## src/flash_host_map.vh

```
// Constants for the flash bus-operation host controller.
// Assumes a 10 MHz system clock; included by bare name.
`ifndef FLASH_HOST_MAP_VH
`define FLASH_HOST_MAP_VH
// ----------------------------------------
// Register offsets (byte addresses)
// ----------------------------------------
`define REG_CTRL        12'h000
`define REG_ADDR        12'h004
`define REG_WDATA       12'h008
`define REG_RDATA       12'h00c
`define REG_STATUS      12'h010
`define REG_TIMING      12'h014
// ----------------------------------------
// Control fields
// ----------------------------------------
`define CTRL_GO         0
`define CTRL_CMD_LSB    1
`define CTRL_CMD_MSB    2
`define CTRL_ACCEL      3
`define CTRL_BYTE       4
`define CTRL_RESET      5
// Commands
`define CMD_READ        2'h0
`define CMD_WRITE       2'h1
`define CMD_RESET       2'h2
// ----------------------------------------
// Status fields
// ----------------------------------------
`define STAT_BUSY       0
`define STAT_RDY        1
`define STAT_DONE       2
// ----------------------------------------
// Timing (ns) and derived cycles at 100 ns
// ----------------------------------------
`define CLK_NS          100
`define T_ACC_NS        70
`define T_WP_NS         35
`define T_RP_NS         500
`define T_RH_NS         50
`define T_READY_NS      20000
`define ACC_CYC         ((`T_ACC_NS + `CLK_NS - 1) / `CLK_NS)
`define WP_CYC          ((`T_WP_NS + `CLK_NS - 1) / `CLK_NS)
`define RP_CYC          ((`T_RP_NS + `CLK_NS - 1) / `CLK_NS)
`define RH_CYC          ((`T_RH_NS + `CLK_NS - 1) / `CLK_NS)
`define READY_CYC       ((`T_READY_NS + `CLK_NS - 1) / `CLK_NS)
`define CTRL_RST        32'h00000000
`endif

```

## src/flash_host_ctrl.v

```verilog
// Host controller driving an asynchronous NOR flash through its pins.
// Assumes an APB master on the system clock and synchronous pin inputs.
// Notes on behaviour
// RQ1: Reads drive chip select and output enable low, write enable high.
// RQ2: Device reads array after power-up and reset; no command needed.
// RQ3: Each bank stays in read mode until a command changes it.
// RQ4: Commands drive write enable and chip select low, output enable high.
// RQ5: Shortened mode programs with two write cycles instead of four.
// RQ6: Device erases one sector, several sectors or whole chip.
// RQ7: Four banks chosen by top address bits; sectors by sector bits.
// RQ8: High voltage on protect pin gives shortened, unprotected, faster programming.
// RQ9: Host uses two-cycle program under high voltage; never floats the pin.
// RQ10: Identifier sequence makes reads return register codes with read timing.
// RQ11: One bank reads with zero latency while another programs or erases.
// RQ12: Erase may be suspended to access the bank outside that sector.
// RQ13: Chip select and reset high put device in standby, outputs tristated.
// RQ14: After standby, first read needs the chip-select access time.
// RQ15: Deselecting during program or erase lets it run to completion.
// RQ16: Stable addresses trigger automatic sleep with latched output data.
// RQ17: Reset pulse of minimum width aborts, tristates, returns to read mode.
// RQ18: Host restarts interrupted program or erase once device is ready; the controller only sets done and leaves the restart to software.
// RQ19: Reset during program or erase holds ready/busy low until done.
// RQ20: Reset while idle completes within the non-embedded ready time.
// RQ21: Host waits the recovery time after reset before reading.
// RQ22: Byte/word select level decides byte or word program data.
`include "flash_host_map.vh"
module flash_host_ctrl (
    input  wire        clk_sys_i,
    input  wire        rst_n_i,
    input  wire        psel_i,
    input  wire        penable_i,
    input  wire        pwrite_i,
    input  wire [11:0] paddr_i,
    input  wire [31:0] pwdata_i,
    output wire [31:0] prdata_o,
    output wire        pready_o,
    output wire        pslverr_o,
    output reg         flash_ce_n_o,
    output reg         flash_oe_n_o,
    output reg         flash_we_n_o,
    output reg         flash_reset_n_o,
    output reg  [21:0] flash_addr_o,
    output reg  [15:0] flash_dq_o,
    output reg         flash_dq_oe_o,
    input  wire [15:0] flash_dq_i,
    input  wire        ready_busy_n_out_i,
    output reg         protect_accelerate_pin_o,
    output reg         byte_word_select_o
);
    // ----------------------------------------
    // States
    // ----------------------------------------
    localparam ST_IDLE  = 3'h0;
    localparam ST_READ  = 3'h1;
    localparam ST_WRITE = 3'h2;
    localparam ST_WHOLD = 3'h3;
    localparam ST_RST   = 3'h4;
    localparam ST_RREC  = 3'h5;
    localparam ST_RWAIT = 3'h6;

    // Cycle counts cut to the timer width; none of them reaches 4096
    localparam integer ACC_I   = `ACC_CYC;
    localparam integer WP_I    = `WP_CYC;
    localparam integer RP_I    = `RP_CYC;
    localparam integer RH_I    = `RH_CYC;
    localparam integer READY_I = `READY_CYC;
    localparam [11:0]  ACC_CNT   = ACC_I[11:0];
    localparam [11:0]  WP_CNT    = WP_I[11:0];
    localparam [11:0]  RP_CNT    = RP_I[11:0];
    localparam [11:0]  RH_CNT    = RH_I[11:0];
    localparam [11:0]  READY_CNT = READY_I[11:0];

    reg  [2:0]  state;
    reg  [1:0]  cmd;
    reg         accel;
    reg         byte_mode;
    reg  [21:0] addr_reg;
    reg  [15:0] wdata_reg;
    reg  [15:0] rdata_reg;
    reg         done;
    reg  [11:0] extra_wait;
    reg         tmr_load;
    reg  [11:0] tmr_count;
    reg  [31:0] rd_mux;
    wire        tmr_expired;
    wire        wr_en;
    wire        go;

    function sel_reg;
        input [11:0] a;
        input [11:0] off;
        begin
            sel_reg = (a == off);
        end
    endfunction

    pulse_timer u_timer (
        .clk_sys_i (clk_sys_i),
        .rst_n_i   (rst_n_i),
        .load_i    (tmr_load),
        .count_i   (tmr_count),
        .expired_o (tmr_expired)
    );

    // ----------------------------------------
    // APB slave, zero wait states
    // ----------------------------------------
    assign pready_o  = 1'b1;
    assign pslverr_o = 1'b0;
    assign wr_en     = psel_i && penable_i && pwrite_i;
    assign go        = wr_en && sel_reg(paddr_i, `REG_CTRL) && pwdata_i[`CTRL_GO] && (state == ST_IDLE);
    assign prdata_o  = rd_mux;

    always @* begin
        rd_mux = 32'h00000000;
        if (sel_reg(paddr_i, `REG_CTRL)) begin
            rd_mux = {26'h0000000, 1'b0, byte_mode, accel, cmd, 1'b0};
        end else if (sel_reg(paddr_i, `REG_ADDR)) begin
            rd_mux = {10'h000, addr_reg};
        end else if (sel_reg(paddr_i, `REG_WDATA)) begin
            rd_mux = {16'h0000, wdata_reg};
        end else if (sel_reg(paddr_i, `REG_RDATA)) begin
            rd_mux = {16'h0000, rdata_reg};
        end else if (sel_reg(paddr_i, `REG_STATUS)) begin
            rd_mux = {29'h00000000, done, ready_busy_n_out_i, state != ST_IDLE};
        end else if (sel_reg(paddr_i, `REG_TIMING)) begin
            rd_mux = {20'h00000, extra_wait};
        end
    end

    // ----------------------------------------
    // Configuration registers
    // ----------------------------------------
    always @(posedge clk_sys_i or negedge rst_n_i) begin
        if (!rst_n_i) begin
            cmd        <= 2'h0;
            accel      <= 1'b0;
            byte_mode  <= 1'b0;
            addr_reg   <= 22'h000000;
            wdata_reg  <= 16'h0000;
            extra_wait <= 12'h000;
        end else if (wr_en) begin
            if (sel_reg(paddr_i, `REG_CTRL) && state == ST_IDLE) begin
                cmd       <= pwdata_i[`CTRL_CMD_MSB:`CTRL_CMD_LSB];
                accel     <= pwdata_i[`CTRL_ACCEL];
                byte_mode <= pwdata_i[`CTRL_BYTE];
            end
            if (sel_reg(paddr_i, `REG_ADDR)) begin
                addr_reg <= pwdata_i[21:0];
            end
            if (sel_reg(paddr_i, `REG_WDATA)) begin
                wdata_reg <= pwdata_i[15:0];
            end
            if (sel_reg(paddr_i, `REG_TIMING)) begin
                extra_wait <= pwdata_i[11:0];
            end
        end
    end

    // ----------------------------------------
    // Pin sequencer
    // ----------------------------------------
    always @(posedge clk_sys_i or negedge rst_n_i) begin
        if (!rst_n_i) begin
            state                    <= ST_IDLE;
            flash_ce_n_o             <= 1'b1;
            flash_oe_n_o             <= 1'b1;
            flash_we_n_o             <= 1'b1;
            flash_reset_n_o          <= 1'b0;
            flash_addr_o             <= 22'h000000;
            flash_dq_o               <= 16'h0000;
            flash_dq_oe_o            <= 1'b0;
            protect_accelerate_pin_o <= 1'b0;
            byte_word_select_o       <= 1'b0;
            rdata_reg                <= 16'h0000;
            done                     <= 1'b0;
            tmr_load                 <= 1'b0;
            tmr_count                <= 12'h000;
        end else begin
            tmr_load <= 1'b0;
            // Accelerate level driven only while its command runs, never floated
            // Drops on the edge that raises write enable, so never outside the strobe
            protect_accelerate_pin_o <= accel && state == ST_WRITE && !tmr_expired; // RQ9
            byte_word_select_o       <= !byte_mode; // RQ22
            case (state)
                ST_IDLE: begin
                    // Idle: deselected, so the device sits in standby
                    flash_ce_n_o    <= 1'b1; // RQ13
                    flash_oe_n_o    <= 1'b1;
                    flash_we_n_o    <= 1'b1;
                    flash_dq_oe_o   <= 1'b0;
                    flash_reset_n_o <= 1'b1;
                    if (go) begin
                        done         <= 1'b0;
                        flash_addr_o <= addr_reg;
                        tmr_load     <= 1'b1;
                        if (pwdata_i[`CTRL_CMD_MSB:`CTRL_CMD_LSB] == `CMD_READ) begin
                            flash_ce_n_o <= 1'b0; // RQ1
                            flash_oe_n_o <= 1'b0; // RQ1
                            // Full chip-select access time, since we leave standby
                            tmr_count    <= ACC_CNT + extra_wait; // RQ14
                            state        <= ST_READ;
                        end else if (pwdata_i[`CTRL_CMD_MSB:`CTRL_CMD_LSB] == `CMD_WRITE) begin
                            flash_ce_n_o  <= 1'b0; // RQ4
                            flash_we_n_o  <= 1'b0; // RQ4
                            flash_dq_o    <= wdata_reg;
                            flash_dq_oe_o <= 1'b1;
                            tmr_count     <= WP_CNT + extra_wait;
                            state         <= ST_WRITE;
                        end else begin
                            flash_reset_n_o <= 1'b0; // RQ17
                            tmr_count       <= RP_CNT;
                            state           <= ST_RST;
                        end
                    end
                end
                ST_READ: begin
                    if (tmr_expired) begin
                        rdata_reg    <= flash_dq_i;
                        flash_oe_n_o <= 1'b1;
                        flash_ce_n_o <= 1'b1;
                        done         <= 1'b1;
                        state        <= ST_IDLE;
                    end
                end
                ST_WRITE: begin
                    if (tmr_expired) begin
                        // Data held one cycle past the rising write enable
                        flash_we_n_o <= 1'b1;
                        state        <= ST_WHOLD;
                    end
                end
                ST_WHOLD: begin
                    flash_ce_n_o  <= 1'b1;
                    flash_dq_oe_o <= 1'b0;
                    done          <= 1'b1;
                    state         <= ST_IDLE;
                end
                ST_RST: begin
                    if (tmr_expired) begin
                        flash_reset_n_o <= 1'b1;
                        tmr_load        <= 1'b1;
                        tmr_count       <= RH_CNT;
                        state           <= ST_RREC;
                    end
                end
                ST_RREC: begin
                    // Recovery before any read
                    if (tmr_expired) begin // RQ21
                        tmr_load  <= 1'b1;
                        tmr_count <= READY_CNT;
                        state     <= ST_RWAIT;
                    end
                end
                ST_RWAIT: begin
                    // Ready/busy high or ready time elapsed; software may then restart
                    if (ready_busy_n_out_i || tmr_expired) begin // RQ18
                        done  <= 1'b1;
                        state <= ST_IDLE;
                    end
                end
                default: begin
                    state <= ST_IDLE;
                end
            endcase
        end
    end
endmodule

```

## src/pulse_timer.v

```verilog
// Down-counter timing one pin phase in system clock cycles.
// Assumes load and count are driven from the same clock.
module pulse_timer (
    input  wire        clk_sys_i,
    input  wire        rst_n_i,
    input  wire        load_i,
    input  wire [11:0] count_i,
    output wire        expired_o
);
    reg [11:0] remain;
    // ----------------------------------------
    // Counter
    // ----------------------------------------
    always @(posedge clk_sys_i or negedge rst_n_i) begin
        if (!rst_n_i) begin
            remain <= 12'h000;
        end else if (load_i) begin
            remain <= count_i;
        end else if (remain != 12'h000) begin
            remain <= remain - 12'h001;
        end
    end
    assign expired_o = (remain == 12'h000) && !load_i;
endmodule
```

## config.mk

```make
export PLATFORM = sky130hd
export DESIGN_NAME = flash_host_ctrl
export DESIGN_NICKNAME = d
export VERILOG_FILES = /design/src/flash_host_ctrl.v /design/src/pulse_timer.v
export VERILOG_INCLUDE_DIRS = /design/src /design/src/src
export SDC_FILE = /design/constraint.sdc
export NUM_CORES = 1
export LEC_CHECK = 0
export BUFFER_PORTS_ARGS = -buffer_cell sky130_fd_sc_hd__clkbuf_2
export CORE_ASPECT_RATIO = 2
export CORE_MARGIN = 4
export CORE_UTILIZATION = 50
export CTS_CLUSTER_SIZE = 14
export DETAILED_ROUTE_END_ITERATION = 10
export PLACE_DENSITY = 0.71
export SLEW_MARGIN = 40
export SYNTH_ARGS = -nofsm -noshare
export SYNTH_HDL_FRONTEND = slang
export SYNTH_SLANG_ARGS = --single-unit
```

## constraint.sdc

```tcl
create_clock -name clk_sys_i -period 5 [get_ports clk_sys_i]
set_input_delay 0.5 -clock clk_sys_i [delete_from_list [all_inputs] [get_ports clk_sys_i]]
set_output_delay 0.5 -clock clk_sys_i [all_outputs]
set_load 0.01 [all_outputs]
```

# [Word level (Yosys, flattened, before mapping)]
# Cells that the tools add are included.
[classes] reduce_logical=42 addsub=2 n_bitwise=1 n_eq_ne=18 mux=47
[ops] operator="$mux 12" count=9
[ops] operator="$mux 22" count=2
[ops] operator="$pmux 12 s3" count=1
[ops] operator="$mux 16" count=2
[ops] operator="$eq 12x4->1 const B" count=2
[ops] operator="$eq 12x5->1 const B" count=2
[ops] operator="$logic_not 12->1" count=2
[ops] operator="$mux 3" count=8
[ops] operator="$reduce_and 2->1" count=10
[ops] operator="$pmux 3 s6" count=1
[ops] operator="$mux 1" count=17
[ops] operator="$add 1x12->12 const A" count=1
[ops] operator="$eq 12x3->1 const B" count=1
[ops] operator="$ne 2x2->1 const B" count=6
[ops] operator="$reduce_and 4->1" count=3
[ops] operator="$reduce_bool 12->1" count=1
[ops] operator="$sub 12x1->12 const B" count=1
[ops] operator="$pmux 1 s2" count=5
[ops] operator="$reduce_bool 2->1" count=5
[ops] operator="$eq 3x3->1 const B" count=3
[ops] operator="$logic_and 1x1->1" count=9
[ops] operator="$reduce_bool 3->1" count=3
[ops] operator="$eq 3x2->1 const B" count=2
[ops] operator="$reduce_and 6->1" count=1
[ops] operator="other kinds (11)" count=13
[totals] register_bits=144 word_cells=131 out_inout_bits=79 in_bits=66

# [Logic depth before layout (Yosys ltp)]
# Gate-level depths: netlist of run 1.
[logic_depth] depth_word=7 mapped_depth=10

# [Modules after synthesis]
# Synthesis of run 1 repeated with hierarchy kept, for this count alone.
[hier_totals] cells_unflattened=642 area_unflattened_um2=6935.4
[modules_own_cells] mod="flash_host_ctrl" n_inst=1 area_per_inst_um2=6160.9 cells_each=561 seq_area_each_um2=3306.9
[modules_own_cells] mod="pulse_timer" n_inst=1 area_per_inst_um2=774.5 cells_each=81 seq_area_each_um2=300.3

# [Worst setup path before layout of run 1]
# OpenSTA, ideal clock, no wires.
[synth_path] kind="register to register" start="register u_timer.remain[0]" end="register rdata_reg[10]" path_stages_with_launch=11 setup_ps=125 t_arrival_ps=2715 path_slack_ps=2160 synth_period_minus_slack_ps=2840 cell_sequence="dfrtp_1 > inv_1 > ha_1 > or4b_1 > clkbuf_2 > or4_1 > buf_2 > or3_1 > buf_6 > buf_8 > mux2_4"
[synth_between] elab_chain_len=3
[synth_rtl] element="from (decl)" line_no="pulse_timer.v:10" source="reg [11:0] remain;"
[synth_rtl] element="from (signal assigned)" line_no="pulse_timer.v:18" source="remain <= count_i;"
[synth_rtl] element="from (signal assigned)" line_no="pulse_timer.v:20" source="remain <= remain - 12'h001;"
[synth_rtl] element="$logic_not 12->1" line_no="pulse_timer.v:23" source="assign expired_o = (remain == 12'h000) && !load_i;"
[synth_rtl] element="$logic_and 1x1->1" line_no="pulse_timer.v:23"
[synth_rtl] element="$reduce_and 2->1 (no line)"
[synth_rtl] element="to (signal assigned)" line_no="flash_host_ctrl.v:219" source="rdata_reg <= flash_dq_i;"
[synth_rtl] element="to (decl)" line_no="flash_host_ctrl.v:79" source="reg [15:0] rdata_reg;"
# Every way passes these cells.
# A chain may end at the register's enable or synchronous reset.

# [Worst setup path after layout of run 1]
[layout_path] start="register u_timer.remain[0]" end="register rdata_reg[11]"
# Same word-level chain as after synthesis.

==> results.sh, run 1 <==
export IMPL_r2r_end="rdata_reg[11]$_DFFE_PN0P_"
export IMPL_drive_gt1_share_pct=41.0
export IMPL_wl_um=18600
export IMPL_register_area_um2=3610
export IMPL_hold_viol_final=0
export IMPL_synth_async_reset_ratio_pct=100
export IMPL_power_density_nw_per_um2=362
export IMPL_synth_edff_count=0
export IMPL_placementRows=60
export IMPL_port_buffers=122
export IMPL_path_class="reg -> reg"
export IMPL_grt_pass1_vias=5615
export IMPL_yosysTopAreaCellShare_pct=51.1
export IMPL_ir_drop_mv=0.318
export IMPL_tightest_slew_ps=866
export IMPL_cp_max_fo=17
export IMPL_p_int_uw=2290
export IMPL_die_x_um=91.1
export IMPL_nFillCells=1086
export IMPL_fin_skew_ps=8.77
export IMPL_hold_class="in -> async"
export IMPL_detail_route_wl_per_cell_um=21.4
export IMPL_ff2ff_path_depth=6
export IMPL_grt_pass1_wl_um=29600
export IMPL_worstSkewPairLatency_ps=420
export IMPL_max_stage_delay_ps=850
export IMPL_grt_overflow_total=0
export IMPL_first_pass_iters=5
export IMPL_crit_arrival_ps=3820
export IMPL_leakage_uw=0.00404
export IMPL_end_kind="flip-flop"
export IMPL_critPathTopFamily="simple AND/OR/NAND/NOR gates"
export IMPL_r2r_setup_slack_ps=1480
export IMPL_layout_nets=768
export IMPL_start_util_pct=51.1
export IMPL_fin_ws_ps=1480
export IMPL_detail_route_antenna_nets=0
export IMPL_diodes=0
export IMPL_root_buffer="clkbuf_16"
export IMPL_drv_slew=0
export IMPL_relSlewSlack_pct=41.5
export IMPL_finalSetupTns_ps=0
export IMPL_seqPwrFrac_pct=42.6
export IMPL_drc=0
export IMPL_antenna_found_initial=0
export IMPL_start_kind="flip-flop"
export IMPL_cts_setup_buffers=0
export IMPL_max_freq_mhz=284
export IMPL_yosysTopAreaCell="dfrtp_1"
export IMPL_syn_to_final_growth_pct=19.6
export IMPL_r2r_start="u_timer.remain[0]$_DFFE_PN0N_"
export IMPL_cts_tree="built"
export IMPL_combPwrFrac_pct=9.6
export IMPL_clkSinkCount=144
export IMPL_rsz0062_at_grt="false"
export IMPL_vias=5191
export IMPL_power_switching_share_pct=23.5
export IMPL_max_cap_viol_count=0
export IMPL_post_route_period_util_pct=70.5
export IMPL_clockBufferDepth=2
export IMPL_min_period_ps=3520
export IMPL_core_area_um2=13500
export IMPL_synthTopCellsByArea="dfrtp_1, mux2_2, nor2_1"
export IMPL_place_ws_ps=1530
export IMPL_cts_resized=0
export IMPL_synth_cell_types=59
export IMPL_netlist_area_um2=6900
export IMPL_pwr_share_clk_pct=47.9
export IMPL_crit_path_top_delay_cell="or3_2"
export IMPL_grt_max_degree=100
export IMPL_ys_seq_elements=144
export IMPL_vias_per_cell=5.98
export IMPL_ys_seq_area_share_pct=52.2
export IMPL_setup_viol=0
export IMPL_path_buf_inv=1
export IMPL_dieHeight_um=174
export IMPL_path_cells="inv_1, ha_1, or4b_1, or4_1, or3_2, mux2_4"
export IMPL_numCtsBuffers=17
export IMPL_dieArea_um2=15900
export IMPL_placed_area_um2=7590
export IMPL_path_clk_slew_ps=60
export IMPL_ios=145
export IMPL_h_tree_depth=4
export IMPL_multiInputGateArea_um2=3080
export IMPL_synth_ff_type="dfrtp_1"
export IMPL_fin_area_um2=8260
export IMPL_dpl_hpwl_um=13600
export IMPL_syn_avg_cell_area_um2=11.8
export IMPL_power_total_uw=2990
export IMPL_p_switching_uw=702
export IMPL_status="finished clean"
export IMPL_syn_instance_count=587
export IMPL_grt_usage_pct=23.9
export IMPL_place_congestion=0.956
export IMPL_synth_warnings=0
export IMPL_drt_iter0_drc=295
export IMPL_stdcell_count=868
export IMPL_crit_required_ps=5300
export IMPL_hold_buffers=0
export IMPL_dp_cells=836
metrics by stage:
step	util [%]	hold slack (ps)
2_1_floorplan	-	204
3_3_place_gp	56.0	459
3_5_place_dp	56.2	465
4_1_cts	61.1	123
5_1_grt	61.1	135
6_report	61.1	72.4
cells in the mapped netlist, drive strengths merged, types with 2 or more instances:
cell / instances
o21a: 3
o2111ai: 2
nor3b: 2
a21boi: 2
nor3: 9
o31a: 3
and2: 6
o21ai: 16
ha: 2
nand3: 13
buf: 20
nor2b: 5
and3: 4
clkbuf: 25
nand2b: 12
nand2: 25
o22ai: 4
nor4: 9
a32oi: 2
inv: 11
a2bb2oi: 5
a32o: 2
o31ai: 9
or4: 3
nor2: 41
mux2i: 7
dfstp: 3
mux4: 2
a21o: 2
a211oi: 6
mux2: 119
xnor2: 8
nand4: 7
or3: 7
o211ai: 2
a21oi: 23
conb: 2
a22oi: 8
dfrtp: 141
or2: 2
power by group through the flow:
| stage | sequential [µW] | clock, µW | combinational, µW |
|---|---|---|---|
| 5_1_grt | 1280 | 1490 | 318 |
| 3_3_place_gp | 1280 | 0 | 266 |
| 6_report | 1270 | 1430 | 286 |
| 3_5_place_dp | 1290 | 0 | 283 |
| 4_1_cts | 1270 | 1450 | 284 |
| 2_1_floorplan | 1280 | 0 | 197 |
worst max path at each step:
| stage | startpoint | end | cells past startpoint | slack (ps) |
|---|---|---|---|---|
| floorplan | u_timer.remain[0]$_DFFE_PN0N_ | rdata_reg[10]$_DFFE_PN0P_ | 10 | 2160 |
| global placement | u_timer.remain[0]$_DFFE_PN0N_ | tmr_count[5]$_DFFE_PN0P_ | 6 | 1470 |
| detailed placement | u_timer.remain[0]$_DFFE_PN0N_ | rdata_reg[7]$_DFFE_PN0P_ | 6 | 1530 |
| CTS | u_timer.remain[0]$_DFFE_PN0N_ | rdata_reg[7]$_DFFE_PN0P_ | 6 | 1510 |
| global route | u_timer.remain[0]$_DFFE_PN0N_ | rdata_reg[11]$_DFFE_PN0P_ | 6 | 1430 |
| finish | u_timer.remain[0]$_DFFE_PN0N_ | rdata_reg[11]$_DFFE_PN0P_ | 6 | 1480 |
routing by layer:
metal	global-route usage [%]	wire length, µm
met1	24.2	6410
met5	0	0
met2	45.1	10500
met4	13.5	882
met3	4.16	779
logic make-up (layout without fill, tap and decap cells):
group / Yosys count / count (layout) / synth area share (%)
and+or+nand+nor: 149 / 149 / 11.0
DFF: 144 / 144 / 52.2
muxes: 128 / 128 / 21.6
AOI/OAI and AO/OA: 96 / 96 / 9.48
buffers and inverters: 57 / 173 / 4.13
xor gates and xnor gates: 9 / 9 / 1.14
adders and majority gates: 2 / 2 / 0.362
other: 2 / 12 / 0.109
worst reg2reg max path, delay by kind of cell (launching register included):
kind / cells / cell delay, ps
and+or+nand+nor: 3 / 2270
DFF: 1 / 390
adders and majority gates: 1 / 240
buffers and inverters: 1 / 90
muxes: 1 / 420
final cells by class:
cell class / instances / area share, %
Clock buffer: 21 / 5.45
Clock inverter: 11 / 2.59
Inverter: 12 / 0.545
Multi-Input combinational cell: 396 / 37.2
Sequential cell: 144 / 43.7
Tap cell: 155 / 2.35
Timing Repair Buffer: 129 / 8.15
layout by cell type (no fill, tap or decap), types with 11 or more instances in the layout:
cell type  instances
mux2_2           110
conb_1            12
nand2_1           25
nand3_1           13
nor2_1            40
clkbuf_16         17
inv_1             11
o21ai_0           16
a21oi_1           23
dfrtp_1          141
clkbuf_2         121
nand2b_1          12
Power figures use the tool's default switching activity.
==> run 2: changes to the inputs <==
--- a/config.mk
+++ b/config.mk
@@ -12,7 +12,7 @@
 export CORE_UTILIZATION = 50
 export CTS_CLUSTER_SIZE = 14
 export DETAILED_ROUTE_END_ITERATION = 10
-export PLACE_DENSITY = 0.71
+export PLACE_DENSITY = 0.74
 export SLEW_MARGIN = 40
 export SYNTH_ARGS = -nofsm -noshare
 export SYNTH_HDL_FRONTEND = slang
==> constraint.sdc (replaced) <==
create_clock -name clk_sys_i -period 3.1 [get_ports clk_sys_i]
set_input_delay 0.31 -clock clk_sys_i [delete_from_list [all_inputs] [get_ports clk_sys_i]]
set_output_delay 0.31 -clock clk_sys_i [all_outputs]
set_load 0.01 [all_outputs]
==> results.sh, run 2 (synthesis results as in run 1) <==
export IMPL_detail_route_antenna_nets=0
export IMPL_ios=145
export IMPL_layout_nets=780
export IMPL_clkSinkCount=144
export IMPL_critPathTopFamily="simple AND/OR/NAND/NOR gates"
export IMPL_numCtsBuffers=17
export IMPL_power_total_uw=4420
export IMPL_r2r_setup_slack_ps=330
export IMPL_h_tree_depth=4
export IMPL_tightest_slew_ps=765
export IMPL_grt_pass1_vias=5659
export IMPL_power_density_nw_per_um2=538
export IMPL_use_met2_pct=42.4
export IMPL_crit_arrival_ps=3060
export IMPL_final_cell_mix="dfrtp_1, clkbuf_2, mux2_2, nor2_1, nand2_1"
export IMPL_hold_viol_final=0
export IMPL_stdcell_count=881
export IMPL_hold_class="in -> reg"
export IMPL_drc=0
export IMPL_setup_viol=0
export IMPL_start_util_pct=51.1
export IMPL_vias_per_cell=5.97
export IMPL_path_cells="inv_1, ha_1, or4b_1, or4_1, buf_4, o22ai_1, buf_4, mux2_2"
export IMPL_drt_iter0_drc=386
export IMPL_hold_end="addr_reg[20]$_DFFE_PN0P_"
export IMPL_start_kind="flip-flop"
export IMPL_path_buf_inv=3
export IMPL_status="finished clean"
export IMPL_first_pass_iters=5
export IMPL_grt_overflow_total=0
export IMPL_multiInputGateArea_um2=3060
export IMPL_worstSkewPairLatency_ps=420
export IMPL_cp_max_fo=13
export IMPL_max_cap_viol_count=0
export IMPL_placementRows=60
export IMPL_rsz0062_at_grt="false"
export IMPL_placed_area_um2=7670
export IMPL_grt_pass1_wl_um=29600
export IMPL_path_clk_slew_ps=60
export IMPL_leakage_uw=0.00405
export IMPL_path_common_cell="buf_4"
export IMPL_finalSetupTns_ps=0
export IMPL_grt_usage_pct=23.7
export IMPL_post_route_period_util_pct=89.4
export IMPL_place_congestion=0.938
export IMPL_dp_cells=847
export IMPL_crit_required_ps=3390
export IMPL_worstHoldStart="pwdata_i[20]"
export IMPL_root_buffer="clkbuf_16"
export IMPL_grtUsageMet1_pct=25.6
export IMPL_register_area_um2=3610
export IMPL_port_buffers=122
export IMPL_fin_skew_ps=11.3
export IMPL_utilization_pct=60.9
export IMPL_relSlewSlack_pct=49.0
export IMPL_end_kind="flip-flop"
export IMPL_crit_path_top_delay_cell="or4_1"
export IMPL_grt_max_degree=79
export IMPL_vias=5261
export IMPL_syn_to_final_growth_pct=19.1
export IMPL_path_class="reg -> reg"
export IMPL_top_usage_layer="met2"
export IMPL_dpl_hpwl_um=13400
export IMPL_clockBufferDepth=2
export IMPL_hold_depth=2
export IMPL_r2r_start="u_timer.remain[0]$_DFFE_PN0N_"
export IMPL_grt_use_met3_pct=4.50
export IMPL_max_freq_mhz=361
export IMPL_ir_drop_mv=0.421
export IMPL_min_period_ps=2770
export IMPL_core_area_um2=13500
export IMPL_cts_resized=0
export IMPL_detail_route_wl_per_cell_um=20.6
export IMPL_final_common_cell="dfrtp_1"
export IMPL_cts_tree="built"
export IMPL_max_stage_delay_ps=510
export IMPL_wl_um=18200
export IMPL_fin_area_um2=8230
export IMPL_drv_slew=0
export IMPL_nFillCells=1077
export IMPL_dieHeight_um=174
export IMPL_dieArea_um2=15900
export IMPL_die_x_um=91.1
export IMPL_ff2ff_path_depth=8
export IMPL_drive_gt1_share_pct=41.5
export IMPL_r2r_end="tmr_count[4]$_DFFE_PN0P_"
export IMPL_antenna_found_initial=1
[run 2: how the worst max path moves through the flow]
stage / endpoint / slack (ps) / cells after the start / startpoint
detailed placement: rdata_reg[6]$_DFFE_PN0P_ / 360 / 7 / u_timer.remain[0]$_DFFE_PN0N_
global placement: rdata_reg[6]$_DFFE_PN0P_ / 410 / 7 / u_timer.remain[0]$_DFFE_PN0N_
finish: tmr_count[4]$_DFFE_PN0P_ / 330 / 8 / u_timer.remain[0]$_DFFE_PN0N_
CTS: tmr_count[4]$_DFFE_PN0P_ / 340 / 8 / u_timer.remain[0]$_DFFE_PN0N_
global route: tmr_count[4]$_DFFE_PN0P_ / 220 / 8 / u_timer.remain[0]$_DFFE_PN0N_
floorplan: rdata_reg[10]$_DFFE_PN0P_ / 260 / 10 / u_timer.remain[0]$_DFFE_PN0N_
[run 2: routing by layer]
layer | up-vias | wire length, µm | part of all wire, %
met5 | - | 0 | 0
met3 | 52 | 1030 | 5.7
li1 | 2356 | - | -
met4 | 0 | 757 | 4.2
met1 | 2632 | 6250 | 34
met2 | 221 | 10100 | 56
[run 2: report_power, final]
part / switching (µW) / internal [µW]
Combinational: 268 / 201
Sequential: 85.8 / 1970
Clock: 844 / 1060
Total: 1200 / 3230
[run 2: final cells by class]
class,count,area share [%]
diodes,1,0.0304
clock buffers,19,5.38
clock inverters,13,1.25
inverters,12,0.548
multi-input cells,396,37.2
flip-flops and latches,144,43.9
well taps,155,2.36
repair buffers,141,9.42
[run 2: per-stage QoR]
stage	setup WS (ps)	hold slack, ps
after global routing	219	116
after global placement	406	380
after CTS	341	108
after floorplan	260	14.4
final	329	120
after detailed placement	365	392
[run 2: what timing repair did]
action / 4_1_cts / 5_1_grt
hold buffers: 1 / 0
endpoints found under the hold margin: 73 / 0
buffers inserted: 0 / 0
